### src/include/p5g_params.svh
// p5g_params.svh: register offsets, field positions and reset values of the port block
// assumes: included by the port package, p5g_port and p5g_sync, never by itself compiled
`ifndef P5G_PARAMS_SVH
`define P5G_PARAMS_SVH

// port geometry
`define P5G_PINS 8
`define P5G_WAKE_PINS 6
`define P5G_ADDR_W 3
`define P5G_DATA_W 8

// register offsets on the plain register port
`define P5G_OFS_MODE 3'h0
`define P5G_OFS_DIR 3'h1
`define P5G_OFS_DATA 3'h2
`define P5G_OFS_PULL 3'h3
`define P5G_OFS_FUNC 3'h4

// reset values
`define P5G_RST_MODE 8'h00
`define P5G_RST_DIR 8'h00
`define P5G_RST_DATA 8'h00
`define P5G_RST_PULL 8'h00

// field positions
`define P5G_BIT_SCL 7
`define P5G_BIT_SDA 6
`define P5G_BIT_TRIG 5
`define P5G_PULL_MASK 8'h3f

// input synchroniser depth
`define P5G_SYNC_STAGES 3

`endif

### src/include/p5g_pkg.sv
// p5g_pkg: types shared by the port block modules
// assumes: p5g_params.svh is reachable on the include path
`include "p5g_params.svh"

package p5g_pkg;

  // one register access from software
  typedef struct packed {
    logic [`P5G_ADDR_W-1:0] addr;
    logic [`P5G_DATA_W-1:0] wdata;
    logic wr;
    logic rd;
  } p5g_bus_req_t;

  // what the port logic decides for one pin
  typedef struct packed {
    logic tw_sel;
    logic tw_low;
    logic gpio_out;
    logic open_drain;
    logic data;
    logic pull_req;
  } p5g_pin_cfg_t;

  // what one pin cell drives onto the pad
  typedef struct packed {
    logic out;
    logic oe_n;
    logic pu;
  } p5g_pin_drive_t;

  // whole register state of the port
  typedef struct packed {
    logic [`P5G_DATA_W-1:0] mode;
    logic [`P5G_DATA_W-1:0] dir;
    logic [`P5G_DATA_W-1:0] data;
    logic [`P5G_WAKE_PINS-1:0] pull;
    logic [`P5G_DATA_W-1:0] rdata;
  } p5g_port_state_t;

endpackage : p5g_pkg

### src/p5g_pin_cell.sv
// p5g_pin_cell: drive decision for one port pin
// assumes: configuration is already resolved by the port's priority logic
`timescale 1ns/100ps

module p5g_pin_cell
  import p5g_pkg::*;
(
  input wire p5g_pin_cfg_t i_cfg,
  output p5g_pin_drive_t o_drive
);

  always_comb begin
    o_drive = '{out: 1'b0, oe_n: 1'b1, pu: 1'b0};
    if (i_cfg.tw_sel) begin
      // two-wire line: open drain, only ever pulls low
      o_drive.oe_n = ~i_cfg.tw_low;
    end else if (i_cfg.gpio_out) begin
      if (i_cfg.open_drain) begin
        // pmos cut off: a one is released, not driven
        o_drive.oe_n = i_cfg.data;
      end else begin
        o_drive.out = i_cfg.data;
        o_drive.oe_n = 1'b0;
      end
    end else begin
      o_drive.pu = i_cfg.pull_req;
    end
  end

endmodule // p5g_pin_cell

### src/p5g_port.sv
// p5g_port: eight-pin general purpose port with mode, direction, data and pull-up registers
// assumes: a single 10 MHz clock, a plain register port from the cpu, an external pad ring
// that resolves out/oe_n into a wire, and the two-wire controller on the same clock.
//
// Operation
// - direction bit one output, zero input
// - direction ignored on pins claimed elsewhere; code still uses it for their pull-up and read-back
// - data register holds general output value
// - output bits read back latch value
// - input bits read back live pin
// - pull-up bit one on, zero off
// - pull-up only acts on input pins
// - pull-up bits seven, six read zero
// - two-wire enable claims pins seven, six
// - clock line is open drain only
// - data line is open drain only
// - mode bit makes pin wakeup input
// - mode settings beat general port settings
// - open-drain select for pins seven, six
//
// Added by the designer: the strobed register port and the register addresses.
`timescale 1ns/100ps
`include "p5g_params.svh"

module p5g_port
  import p5g_pkg::*;
(
  input wire logic i_clock,
  input wire logic i_rst_n,
  // register port
  input wire logic [`P5G_ADDR_W-1:0] i_addr,
  input wire logic [`P5G_DATA_W-1:0] i_wdata,
  input wire logic i_wr,
  input wire logic i_rd,
  output logic [`P5G_DATA_W-1:0] o_rdata,
  // pads
  input wire logic [`P5G_PINS-1:0] i_pin_in,
  output logic [`P5G_PINS-1:0] o_pin_out,
  output logic [`P5G_PINS-1:0] o_pin_oe_n,
  output logic [`P5G_PINS-1:0] o_pin_pullup,
  // two-wire controller side
  input wire logic i_twowire_enable,
  input wire logic i_scl_drive_low,
  input wire logic i_sda_drive_low,
  output logic o_scl_in,
  output logic o_sda_in,
  // wakeup and conversion trigger side
  output logic [`P5G_WAKE_PINS-1:0] o_wakeup_in,
  output logic [`P5G_WAKE_PINS-1:0] o_wakeup_sel,
  output logic o_conversion_trigger_in,
  output logic o_conversion_trigger_sel
);

  p5g_bus_req_t bus;
  p5g_port_state_t state_reg;
  p5g_port_state_t state_next;

  // synchronised pad levels
  logic [`P5G_PINS-1:0] pin_level;

  // per-pin resolved function
  logic [`P5G_PINS-1:0] claimed;
  logic [`P5G_PINS-1:0] gpio_out;
  logic [`P5G_PINS-1:0] wake_mode;
  logic [`P5G_PINS-1:0] tw_mode;
  logic [`P5G_PINS-1:0] tw_low;
  logic [`P5G_PINS-1:0] open_drain;
  logic [`P5G_PINS-1:0] pull_req;
  logic [`P5G_PINS-1:0] data_view;
  logic [`P5G_PINS-1:0] func_view;

  p5g_pin_cfg_t [`P5G_PINS-1:0] pin_cfg;
  p5g_pin_drive_t [`P5G_PINS-1:0] pin_drive;

  assign bus = '{addr: i_addr, wdata: i_wdata, wr: i_wr, rd: i_rd};

  p5g_sync #(
    .WIDTH(`P5G_PINS)
  ) u_sync (
    .i_clock(i_clock),
    .i_rst_n(i_rst_n),
    .i_async(i_pin_in),
    .o_level(pin_level)
  );

  // pin function resolution
  always_comb begin
    wake_mode = '0;
    tw_mode = '0;
    tw_low = '0;
    open_drain = '0;
    wake_mode[`P5G_WAKE_PINS-1:0] = state_reg.mode[`P5G_WAKE_PINS-1:0];
    tw_mode[`P5G_BIT_SCL] = i_twowire_enable;
    tw_mode[`P5G_BIT_SDA] = i_twowire_enable;
    tw_low[`P5G_BIT_SCL] = i_scl_drive_low;
    tw_low[`P5G_BIT_SDA] = i_sda_drive_low;
    open_drain[`P5G_BIT_SCL] = state_reg.mode[`P5G_BIT_SCL];
    open_drain[`P5G_BIT_SDA] = state_reg.mode[`P5G_BIT_SDA];
  end

  assign claimed = wake_mode | tw_mode;

  assign gpio_out = state_reg.dir & ~claimed;

  // pull-up: the resistor is only meaningful on a pin that nobody drives, so a claimed
  // wakeup pin still takes it while its direction bit is clear
  always_comb begin
    pull_req = '0;
    pull_req[`P5G_WAKE_PINS-1:0] = state_reg.pull & ~state_reg.dir[`P5G_WAKE_PINS-1:0];
  end

  // one pin cell per pad
  genvar gi;
  generate
    for (gi = 0; gi < `P5G_PINS; gi++) begin : g_pin
      always_comb begin
        pin_cfg[gi].tw_sel = tw_mode[gi];
        pin_cfg[gi].tw_low = tw_low[gi];
        pin_cfg[gi].gpio_out = gpio_out[gi];
        pin_cfg[gi].open_drain = open_drain[gi];
        pin_cfg[gi].data = state_reg.data[gi];
        pin_cfg[gi].pull_req = pull_req[gi];
      end

      p5g_pin_cell u_cell (
        .i_cfg(pin_cfg[gi]),
        .o_drive(pin_drive[gi])
      );

      assign o_pin_out[gi] = pin_drive[gi].out;
      assign o_pin_oe_n[gi] = pin_drive[gi].oe_n;
      assign o_pin_pullup[gi] = pin_drive[gi].pu;
      // a pin counts as driven whenever the pad enable is active
      assign func_view[gi] = ~pin_drive[gi].oe_n;
    end
  endgenerate

  // data register read view
  // output bits show latch
  assign data_view = (state_reg.data & state_reg.dir) | (pin_level & ~state_reg.dir);

  // register file
  always_comb begin
    state_next = state_reg;
    // read data stand for exactly one cycle after the strobe
    state_next.rdata = '0;

    if (bus.wr) begin
      case (bus.addr)
        `P5G_OFS_MODE: begin
          state_next.mode = bus.wdata;
        end
        `P5G_OFS_DIR: begin
          state_next.dir = bus.wdata;
        end
        `P5G_OFS_DATA: begin
          state_next.data = bus.wdata;
        end
        `P5G_OFS_PULL: begin
          state_next.pull = bus.wdata[`P5G_WAKE_PINS-1:0];
        end
        default: begin
          // unmapped and read-only offsets ignore writes
          state_next.mode = state_reg.mode;
        end
      endcase
    end

    if (bus.rd) begin
      case (bus.addr)
        `P5G_OFS_MODE: begin
          state_next.rdata = state_reg.mode;
        end
        `P5G_OFS_DIR: begin
          // write-only register: software keeps its own copy
          state_next.rdata = '0;
        end
        `P5G_OFS_DATA: begin
          state_next.rdata = data_view;
        end
        `P5G_OFS_PULL: begin
          state_next.rdata = {2'h0, state_reg.pull} & `P5G_PULL_MASK;
        end
        `P5G_OFS_FUNC: begin
          state_next.rdata = func_view;
        end
        default: begin
          state_next.rdata = '0;
        end
      endcase
    end
  end

  always_ff @(posedge i_clock) begin
    if (!i_rst_n) begin
      state_reg.mode <= `P5G_RST_MODE;
      state_reg.dir <= `P5G_RST_DIR;
      state_reg.data <= `P5G_RST_DATA;
      state_reg.pull <= '0;
      state_reg.rdata <= '0;
    end else begin
      state_reg <= state_next;
    end
  end

  assign o_rdata = state_reg.rdata;

  assign o_scl_in = pin_level[`P5G_BIT_SCL];
  assign o_sda_in = pin_level[`P5G_BIT_SDA];
  assign o_wakeup_in = pin_level[`P5G_WAKE_PINS-1:0];
  assign o_conversion_trigger_in = pin_level[`P5G_BIT_TRIG];

  assign o_wakeup_sel = state_reg.mode[`P5G_WAKE_PINS-1:0];
  assign o_conversion_trigger_sel = state_reg.mode[`P5G_BIT_TRIG];

endmodule // p5g_port

### src/p5g_sync.sv
// p5g_sync: three-stage input synchroniser with agreement filter
// assumes: inputs are asynchronous pad levels; output is settled on i_clock
`timescale 1ns/100ps
`include "p5g_params.svh"

module p5g_sync
  import p5g_pkg::*;
#(
  parameter int WIDTH = `P5G_PINS
) (
  input wire logic i_clock,
  input wire logic i_rst_n,
  input wire logic [WIDTH-1:0] i_async,
  output logic [WIDTH-1:0] o_level
);

  typedef struct packed {
    logic [WIDTH-1:0] s1;
    logic [WIDTH-1:0] s2;
    logic [WIDTH-1:0] s3;
    logic [WIDTH-1:0] level;
  } p5g_sync_state_t;

  p5g_sync_state_t state_reg;
  p5g_sync_state_t state_next;

  always_comb begin
    state_next = state_reg;
    state_next.s1 = i_async;
    state_next.s2 = state_reg.s1;
    state_next.s3 = state_reg.s2;
    // s1 is only read by s2; a bit changes once s2 and s3 agree
    for (int i = 0; i < WIDTH; i++) begin
      if (state_reg.s2[i] == state_reg.s3[i]) begin
        state_next.level[i] = state_reg.s3[i];
      end
    end
  end

  always_ff @(posedge i_clock) begin
    if (!i_rst_n) begin
      state_reg <= '0;
    end else begin
      state_reg <= state_next;
    end
  end

  assign o_level = state_reg.level;

endmodule // p5g_sync

### config.mk
export PLATFORM = sky130hd
export DESIGN_NAME = p5g_port
export DESIGN_NICKNAME = d
export VERILOG_FILES = /design/src/include/p5g_pkg.sv /design/src/p5g_pin_cell.sv /design/src/p5g_port.sv /design/src/p5g_sync.sv
export VERILOG_INCLUDE_DIRS = /design/src /design/src/include
export SDC_FILE = /design/constraint.sdc
export NUM_CORES = 1
export LEC_CHECK = 0
export BUFFER_PORTS_ARGS = -buffer_cell sky130_fd_sc_hd__buf_2
export CORE_MARGIN = 5
export CORE_UTILIZATION = 50
export CTS_CLUSTER_DIAMETER = 40
export CTS_CLUSTER_SIZE = 14
export DETAILED_ROUTE_END_ITERATION = 7
export HOLD_SLACK_MARGIN = 0.15
export PLACE_DENSITY_LB_ADDON = 0.05
export SYNTH_ARGS = -nofsm -noshare
export SYNTH_HDL_FRONTEND = slang
export SYNTH_SLANG_ARGS = --single-unit
### constraint.sdc
create_clock -name i_clock -period 1.2 [get_ports i_clock]
set_input_delay 0.06 -clock i_clock [delete_from_list [all_inputs] [get_ports i_clock]]
set_output_delay 0.06 -clock i_clock [all_outputs]
set_load 0.1 [all_outputs]
# After elaboration in Yosys (flattened, before gate mapping)
# Index checks and enable logic that the tools add are counted.
[word_totals]
register_bits = 70
input_bits = 26
output_inout_bits = 48
elab_cells = 76
[op_classes]
eq_ne = 12
n_mux = 23
bitwise_logic = 19
n_reduce_logical = 6
[ops]
columns = ["cell", "count"]
rows = [
  ["8-bit one-hot mux with 4 select lines", 1],
  ["8-bit AND", 3],
  ["2-bit 2-to-1 mux", 8],
  ["8-bit inverter", 2],
  ["1-bit 2-to-1 mux", 14],
  ["1-bit inverter", 10],
  ["2-bit AND reduction", 5],
  ["1-bit equality test", 8],
  ["6-bit by 8-bit OR with 8-bit output", 1],
  ["8-bit OR", 1],
  ["6-bit AND", 1],
  ["3-bit by 2-bit equality test with 1-bit output, second input constant", 2],
  ["6-bit inverter", 1],
  ["3-bit by 1-bit equality test with 1-bit output, second input constant", 1],
  ["3-bit equality test, second input constant", 1],
  ["3-bit logical NOT", 1],
]

# Logic depth before layout (Yosys ltp)
# Gate-level depths: netlist of run 1.
[logic_depth]
depth_word = 7
depth_mapped = 5
depth_no_buf = 4

# Hierarchy
# Synthesis of run 1 repeated with hierarchy kept, for this count alone.
[unflattened]
hier_cells = 338
area_unflattened_um2 = 3266.9
[modules_own_cells]
columns = ["module", "n_inst", "cells_each", "area_per_inst_um2", "seq_area_each_um2"]
rows = [
  ["p5g_port", 1, 207, 1975.6, 760.7],
  ["p5g_sync", 1, 91, 1021.0, 640.6],
  ["p5g_pin_cell", 8, 5, 33.8, 0.0],
]

# Worst setup path after synthesis of run 1
# No wires, ideal clock.
[synth_path]
path_kind = "register to output"
start = "register state_reg (netlist bit pin_cfg[37])"
end = "output o_pin_out[6]"
arrival_time_ps = 3276
t_required_ps = 1140
slack_ps = -2136
path_stages_with_launch = 2
path_buffers = 0
cell_sequence = "dfxtp_1 nor4bb_1"
[synth_via]
elab_chain_len = 3
[synth_lines]
columns = ["element", "line_no", "rtl"]
rows = [
  ["start: declaration", "p5g_port.sv:55", "p5g_port_state_t state_reg;"],
  ["start signal: assignment", "p5g_port.sv:202", "state_reg <= state_next;"],
  ["1-bit 2-to-1 mux", "p5g_pin_cell.sv:18", "if (i_cfg.open_drain) begin"],
  ["2-bit 2-to-1 mux", "p5g_pin_cell.sv:17", "end else if (i_cfg.gpio_out) begin"],
  ["1-bit 2-to-1 mux", "p5g_pin_cell.sv:14", "if (i_cfg.tw_sel) begin"],
  ["end: declaration", "p5g_port.sv:38", "output logic [`P5G_PINS-1:0] o_pin_out,"],
]
# Every way passes these cells.

# Worst setup path in the final report of run 1
# Same ends and word-level chain as after synthesis.

==> metrics.csv, run 1 <==
stage,metric,value,unit
power_and_ir_drop,pwr/cell area,1108,nW/µm²
synth,sequential cell area fraction in the yosys report,0.4718,
finish,Largest register FFs,16,
power_and_ir_drop,Leakage,1.792,nW
run_status,run status,"complete, but fails checks",
clock_tree,worst-skew pair later-pin latency,0.34,ns
grt,first-pass GRT wire length,12240,µm
floorplanning,Core ar.,5851,µm²
placed_design,Final Wtd Congestion,0.8151,
power_and_ir_drop,Max IR drop VDD,1.032,mV
finish,layout overhead on the synthesized area,53.96,%
setup_path,Crit path required time,1.14,ns
finish,multi-input logic area,1443,µm²
finish,# diodes,0,
sta,FMAX,776.6,MHz
clock_tree,CTS max path bufs,2,
sta,clock skew after layout,0.009666,ns
drt,DRC Markers,0,
sta,setup TNS,-0.2613,ns
placed_design,I/O Buffers,71,
synth,cells after synthesis,327,
synth,area share of the largest cell type after synthesis,0.4718,
drt,vias per cell,5.008,
sta,crit path time final,1.288,ns
floorplanning,Die H,87.08,µm
drt,via count,2584,
finish,"commonest non-fill, non-tap cell in the layout",nand2_1,
finish,register area,1441,µm²
finish,fill count,405,
setup_path,crit path DAT,1.23,ns
run_status,violated checks,setup timing,
setup_path,Crit. End Element,output port,
sta,final worst-path setup slack,-0.08759,ns
grt,M3 GR Usage,0.04068,
clock_tree,Num CTS Buffers,9,
grt,number of global-route vias before repair,2573,
sta,max-slew violation count,0,
floorplanning,I/O pin total,74,
clock_tree,"CTS clk-pin slew, worst paths",0.08,ns
setup_path,Crit Path Class,reg -> out,
drt,DR WL/cell,14.91,µm
setup_path,Reg2Reg Depth,4,
synth,Yosys top cell by area,dfxtp_1,
finish,most frequent cells in the layout,"nand2_1, dfxtp_1, buf_4, buf_2, buf_12",
grt,GRT busiest layer,met2,
synth,synth unique cells,37,
flow_run,Max Cap Violations,0,
floorplanning,row count,28,
placed_design,HPWL Detailed,5212,µm
synth,"flops & latches, synth",70,
clock_tree,H-tree depth,3,
floorplanning,Initial Utilization,0.5077,
drt,Routed WL,7693,µm
sta,hold violation count in the final report,0,
clock_tree,CTS tree,yes,
grt,antenna violations before repair,0,
synth,synth warn,0,
clock_tree,CTS Root Buffer Type,clkbuf_8,
finish,Final #Nets,462,
clock_tree,# clock sinks,70,
synth,largest cells by area after synthesis,"dfxtp_1, nand2_1, a21boi_0",
grt,pin count of the biggest net entering global routing,19,
grt,gr usage total,0.2130,
grt,grt met2 use,0.3623,
floorplanning,chip width,87.08,µm
grt,routing usage on met1,0.2585,
setup_path,critical path startpoint category,flop,
drt,antenna-violating nets left,0,
grt,global route total overflow,0,
drt,first drt pass iteration count,4,
synth,Post-Syn Area per Cell,9.084,µm²
drt,DRT iter0 DRCs,153,
synth,Netlist Area Pre-Place,2970,µm²
power_and_ir_drop,overall power,0.005068,W
sta,RSZ-0062 raised after global routing,yes,
sta,setup violators final,8,
floorplanning,Die ar.,7582,µm²
sta,Final period util,1.073,
hold_path,Hold Path Depth,4,
setup_path,worst-path fanout max,3,
hold_path,Worst Hold Class,in -> reg,
finish,share of cells above drive strength 1,0.4308,
[layout make-up]
type	instances	area share
Clock inverter	6	0.01888
Clock buffer	10	0.02791
Sequential cell	70	0.3152
Tap cell	75	0.02052
Inverter	7	0.006840
Timing Repair Buffer	131	0.2952
Multi-Input combinational cell	217	0.3155
[stage by stage]
| step | std cells | cell area (µm²) | hold WS (ns) | util | setup slack, ns |
|---|---|---|---|---|---|
| finish | 516 | 4573 | 0.1261 | 0.7817 | -0.08759 |
| global route | 516 | 4573 | 0.1760 | 0.7817 | -0.1304 |
| CTS | 514 | 4529 | 0.1953 | 0.7742 | -0.1039 |
| detailed placement | 463 | 3909 | 0.2681 | 0.6681 | -0.02867 |
| global placement | 463 | 3909 | 0.2648 | 0.6681 | 0.0003787 |
| floorplan | 328 | 3068 | 0.1873 | - | -0.3125 |
[final timing paths]
path	start	to	slack, ns
min reg2reg	u_sync.state_next[23]	u_sync.state_next[15]	0.43
max	pin_cfg[37]	o_pin_out[6]	-0.09
max reg2reg	state_reg[27]	o_rdata[5]	0.08
min	i_addr[1]	o_rdata[3]	0.13
[cells in the mapped netlist (all sizes together)]
master         instances
dfxtp                 70
nand2                 62
a21boi                30
and2                  28
buf                   25
nor2b                 15
o21ai                 11
a21oi                  8
clkbuf                 8
mux2i                  8
inv                    7
mux2                   7
or2                    7
a22oi                  6
a32oi                  6
and3                   6
nand3                  6
nor2                   4
nand2b                 3
a31o                   2
nand3b                 2
nor3                   2
clkdlybuf4s15          1
conb                   1
nand4                  1
nor4bb                 1
[layer usage]
metal,up-vias,wire length (µm)
met5,-,0
met4,0,114
met3,11,458
met2,82,3899
met1,1205,3221
li1,1286,-
[cell families (layout without fill, tap and decap cells)]
family | after synthesis | count (layout) | synth area share
buf+inv | 41 | 154 | 0.08677
other cells | 1 | 2 | 0.001262
flops | 70 | 70 | 0.4718
mux | 15 | 15 | 0.05350
simple gates | 137 | 137 | 0.2401
compound gates | 63 | 63 | 0.1466
[power by group]
group	total, W	switching [W]	internal, W
combinational	0.000633	0.000367	0.000266
clock	0.00203	0.000864	0.00117
sequential	0.00240	0.0000329	0.00237
total	0.00507	0.00126	0.00380
[worst max-delay path, stage by stage (launching register included)]
cell and delay [ns]:
dfxtp_2 0.34, nor4bb_4 0.33, buf_12 0.21
[repair_timing]
item / in CTS / in global routing
hold buffers: 21 / 1
cloned: 0 / 0
buffers inserted: 14 / 3
gates resized for setup: 42 / 11
setup endpoints to repair: 22 / 21
pin swaps: 6 / 5
hold endpoints to repair: 46 / 1
Power figures use the tool's default switching activity.
==> run 2: changes to the inputs <==
ABC_AREA = 1   (was not set)
CTS_CLUSTER_SIZE = not set   (was 14)
clock period = 1.32 ns   (was 1.2 ns; I/O delays follow)
==> run 2 against run 1 <==
Net effect: the run now ends clean; utilization is 6.3 points lower; synthesized cell count increased by 26%; hold slack improved by 0.021 ns; critical path depth increased by 1; cell count rose by 10%; synthesized area down 1.3%; worst setup slack better by 0.13 ns; sequential share of layout area is 3.7 points higher; combinational power is 4.7% lower; critical path type unchanged; largest cell class is now flip-flops and latches; largest power group unchanged.
==> metrics.csv, run 2 <==
stage,metric,value,unit
clock_tree,CTS tree,yes,
drt,first drt pass iteration count,5,
synth,Post-Syn Area per Cell,7.133,µm²
drt,via count,2722,
finish,most frequent cells in the layout,"nand2_1, nor2_1, dfxtp_1, inv_1, buf_2",
sta,Final period util,0.9643,
synth,synth warn,0,
sta,clock skew after layout,0.004762,ns
clock_tree,Num CTS Buffers,9,
finish,"commonest non-fill, non-tap cell in the layout",nand2_1,
synth,combinational family with the most area after synthesis,simple AND/OR/NAND/NOR gates,
power_and_ir_drop,pwr/cell area,1160,nW/µm²
setup_path,Crit. End Element,output port,
placed_design,Placed Cells,530,
clock_tree,worst-skew pair later-pin latency,0.34,ns
grt,pin count of the biggest net entering global routing,31,
drt,DRT iter0 DRCs,291,
grt,global route total overflow,0,
synth,area share of the largest cell type after synthesis,0.4780,
sta,crit path time final,1.273,ns
drt,Routed WL,7349,µm
setup_path,Crit path largest cell delay,0.45,ns
setup_path,CP max-delay cell,dfxtp_1,
synth,top post-synthesis cells by count,"nand2_1, nor2_1, dfxtp_1, inv_1, o21ai_0",
run_status,run status,finished clean,
sta,Max-slew headroom,0.6442,
setup_path,Crit Path Class,reg -> out,
sta,FMAX,785.6,MHz
clock_tree,"CTS clk-pin slew, worst paths",0.07,ns
finish,# diodes,0,
synth,Post-synth EDFFs,0,
sta,max-slew violation count,0,
sta,RSZ-0062 raised after global routing,no,
synth,cells after synthesis,411,
grt,first-pass GRT wire length,12190,µm
sta,Tightest Pin Transition,0.5318,ns
setup_path,worst-path fanout max,5,
finish,layout overhead on the synthesized area,37.52,%
setup_path,crit path DAT,1.21,ns
clock_tree,Post-CTS Setup Inserts,0,
synth,sequential cell area fraction in the yosys report,0.4780,
synth,most numerous cell in the Yosys netlist,nand2_1,
synth,"flops & latches, synth",70,
flow_run,Max Cap Violations,0,
floorplanning,Die H,86.57,µm
clock_tree,H-tree depth,3,
clock_tree,CTS max path bufs,2,
synth,Main synth FF type,dfxtp_1,
sta,setup violators final,0,
drt,DRC Markers,0,
placed_design,Place WS,0.08644,ns
finish,Largest register FFs,16,
synth,Post-Synth Simple-Gate Area,0.2821,
drt,vias per cell,4.784,
setup_path,Crit path required time,1.25,ns
floorplanning,Die ar.,7494,µm²
finish,share of cells above drive strength 1,0.2696,
synth,Yosys top cell by area,dfxtp_1,
finish,Layout Cells excl Fill,569,
setup_path,worst reg2reg startpoint,state_reg[27],
synth,synth unique cells,22,
synth,xor and xnor area share after synthesis,0,
floorplanning,Core ar.,5608,µm²
power_and_ir_drop,Max IR drop VDD,0.8456,mV
setup_path,crit path cell chain,inv_1 > nand2_1 > buf_12,
floorplanning,row count,27,
floorplanning,chip width,86.57,µm
drt,antenna-violating nets left,0,
sta,final worst-path setup slack,0.04708,ns
hold_path,Hold Crit Start,i_rst_n,
placed_design,HPWL Detailed,5082,µm
power_and_ir_drop,Leakage,1.925,nW
setup_path,critical path startpoint category,flop,
hold_path,Worst Hold Class,in -> reg,
grt,number of global-route vias before repair,2625,
floorplanning,Initial Utilization,0.5228,
clock_tree,CTS Root Buffer Type,clkbuf_8,
drt,DR WL/cell,12.92,µm
setup_path,Critical path origin,o_wakeup_sel[2],
finish,fin util,0.7189,
synth,largest cells by area after synthesis,"dfxtp_1, nand2_1, nor2_1",
synth,post-synthesis adder-cell area fraction,0,
synth,Async SR Flop Fraction,0,
finish,Final #Nets,519,
sta,hold violation count in the final report,0,
placed_design,I/O Buffers,71,
synth,mux cell area share after synthesis,0,
grt,antenna violations before repair,0,
placed_design,Final Wtd Congestion,0.8337,
synth,Netlist Area Pre-Place,2932,µm²
clock_tree,# clock sinks,70,
synth,Synth Area in Compound Gates,0.09560,
floorplanning,I/O pin total,74,
grt,gr usage total,0.2077,
run 2: cell count changes after synthesis, sizes merged, moves of 8 or more:
cell / change
nand2: +33
mux2i: -8
nor2b: -15
o21ai: +25
a21oi: +12
and2: -26
nor2: +78
inv: +43
a21boi: -30
run 2: metrics by stage:
| stage | total power (W) | setup TNS [ns] | hold slack, ns | instance area, µm² |
|---|---|---|---|---|
| 6_report | 0.004677 | 0 | 0.1467 | 4031 |
| 5_1_grt | 0.004847 | 0 | 0.1558 | 4031 |
| 4_1_cts | 0.004692 | 0 | 0.1510 | 4000 |
| 3_5_place_dp | 0.002797 | 0 | 0.2509 | 3527 |
| 3_3_place_gp | 0.002790 | 0 | 0.2453 | 3527 |
| 2_1_floorplan | 0.002632 | -0.3626 | 0.1636 | 2994 |
run 2: logic make-up after synthesis:
group / count (synthesis)
buf+inv: 84
flops: 70
compound gates: 56
simple gates: 200
other cells: 1
run 2: repair_timing:
action                     in CTS  in global routing
setup endpoints to repair      10                 12
resized for setup              10                 14
hold buffers                   24                  0
hold endpoints to repair       46                  0
run 2: cell type report:
cell class	instances	area [µm²]
repair buffers	102	928.4
flip-flops and latches	70	1420
fillers	478	1577
inverters	52	201.4
clock inverters	6	87.58
clock buffers	9	123.9
well taps	72	90.09
multi-input cells	258	1180
run 2: critical path, delay by kind of cell, from the launching register on:
kind,cells,cell delay (ns)
buffers and inverters,2,0.29
and+or+nand+nor,1,0.12
DFF,1,0.45
run 2: power by group:
part	internal (W)	switching [W]
registers	0.00217	0.0000443
clock network	0.00105	0.000806
logic	0.000203	0.000400
total	0.00343	0.00125
run 2: worst paths after layout:
kind / depth (start not counted) / end / slack, ns
min: 3 / u_sync.state_reg[12] / 0.15
min reg2reg: 2 / u_sync.state_next[10] / 0.41
max reg2reg: 6 / o_rdata[5] / 0.32
max: 3 / o_pin_oe_n[2] / 0.05
run 2: routing by layer:
layer	vias up	global-route usage	wire, µm
li1	1410	-	-
met1	1215	0.2640	3071
met2	89	0.3505	3586
met3	8	0.04373	609
met4	0	0.06799	81
met5	-	0	0
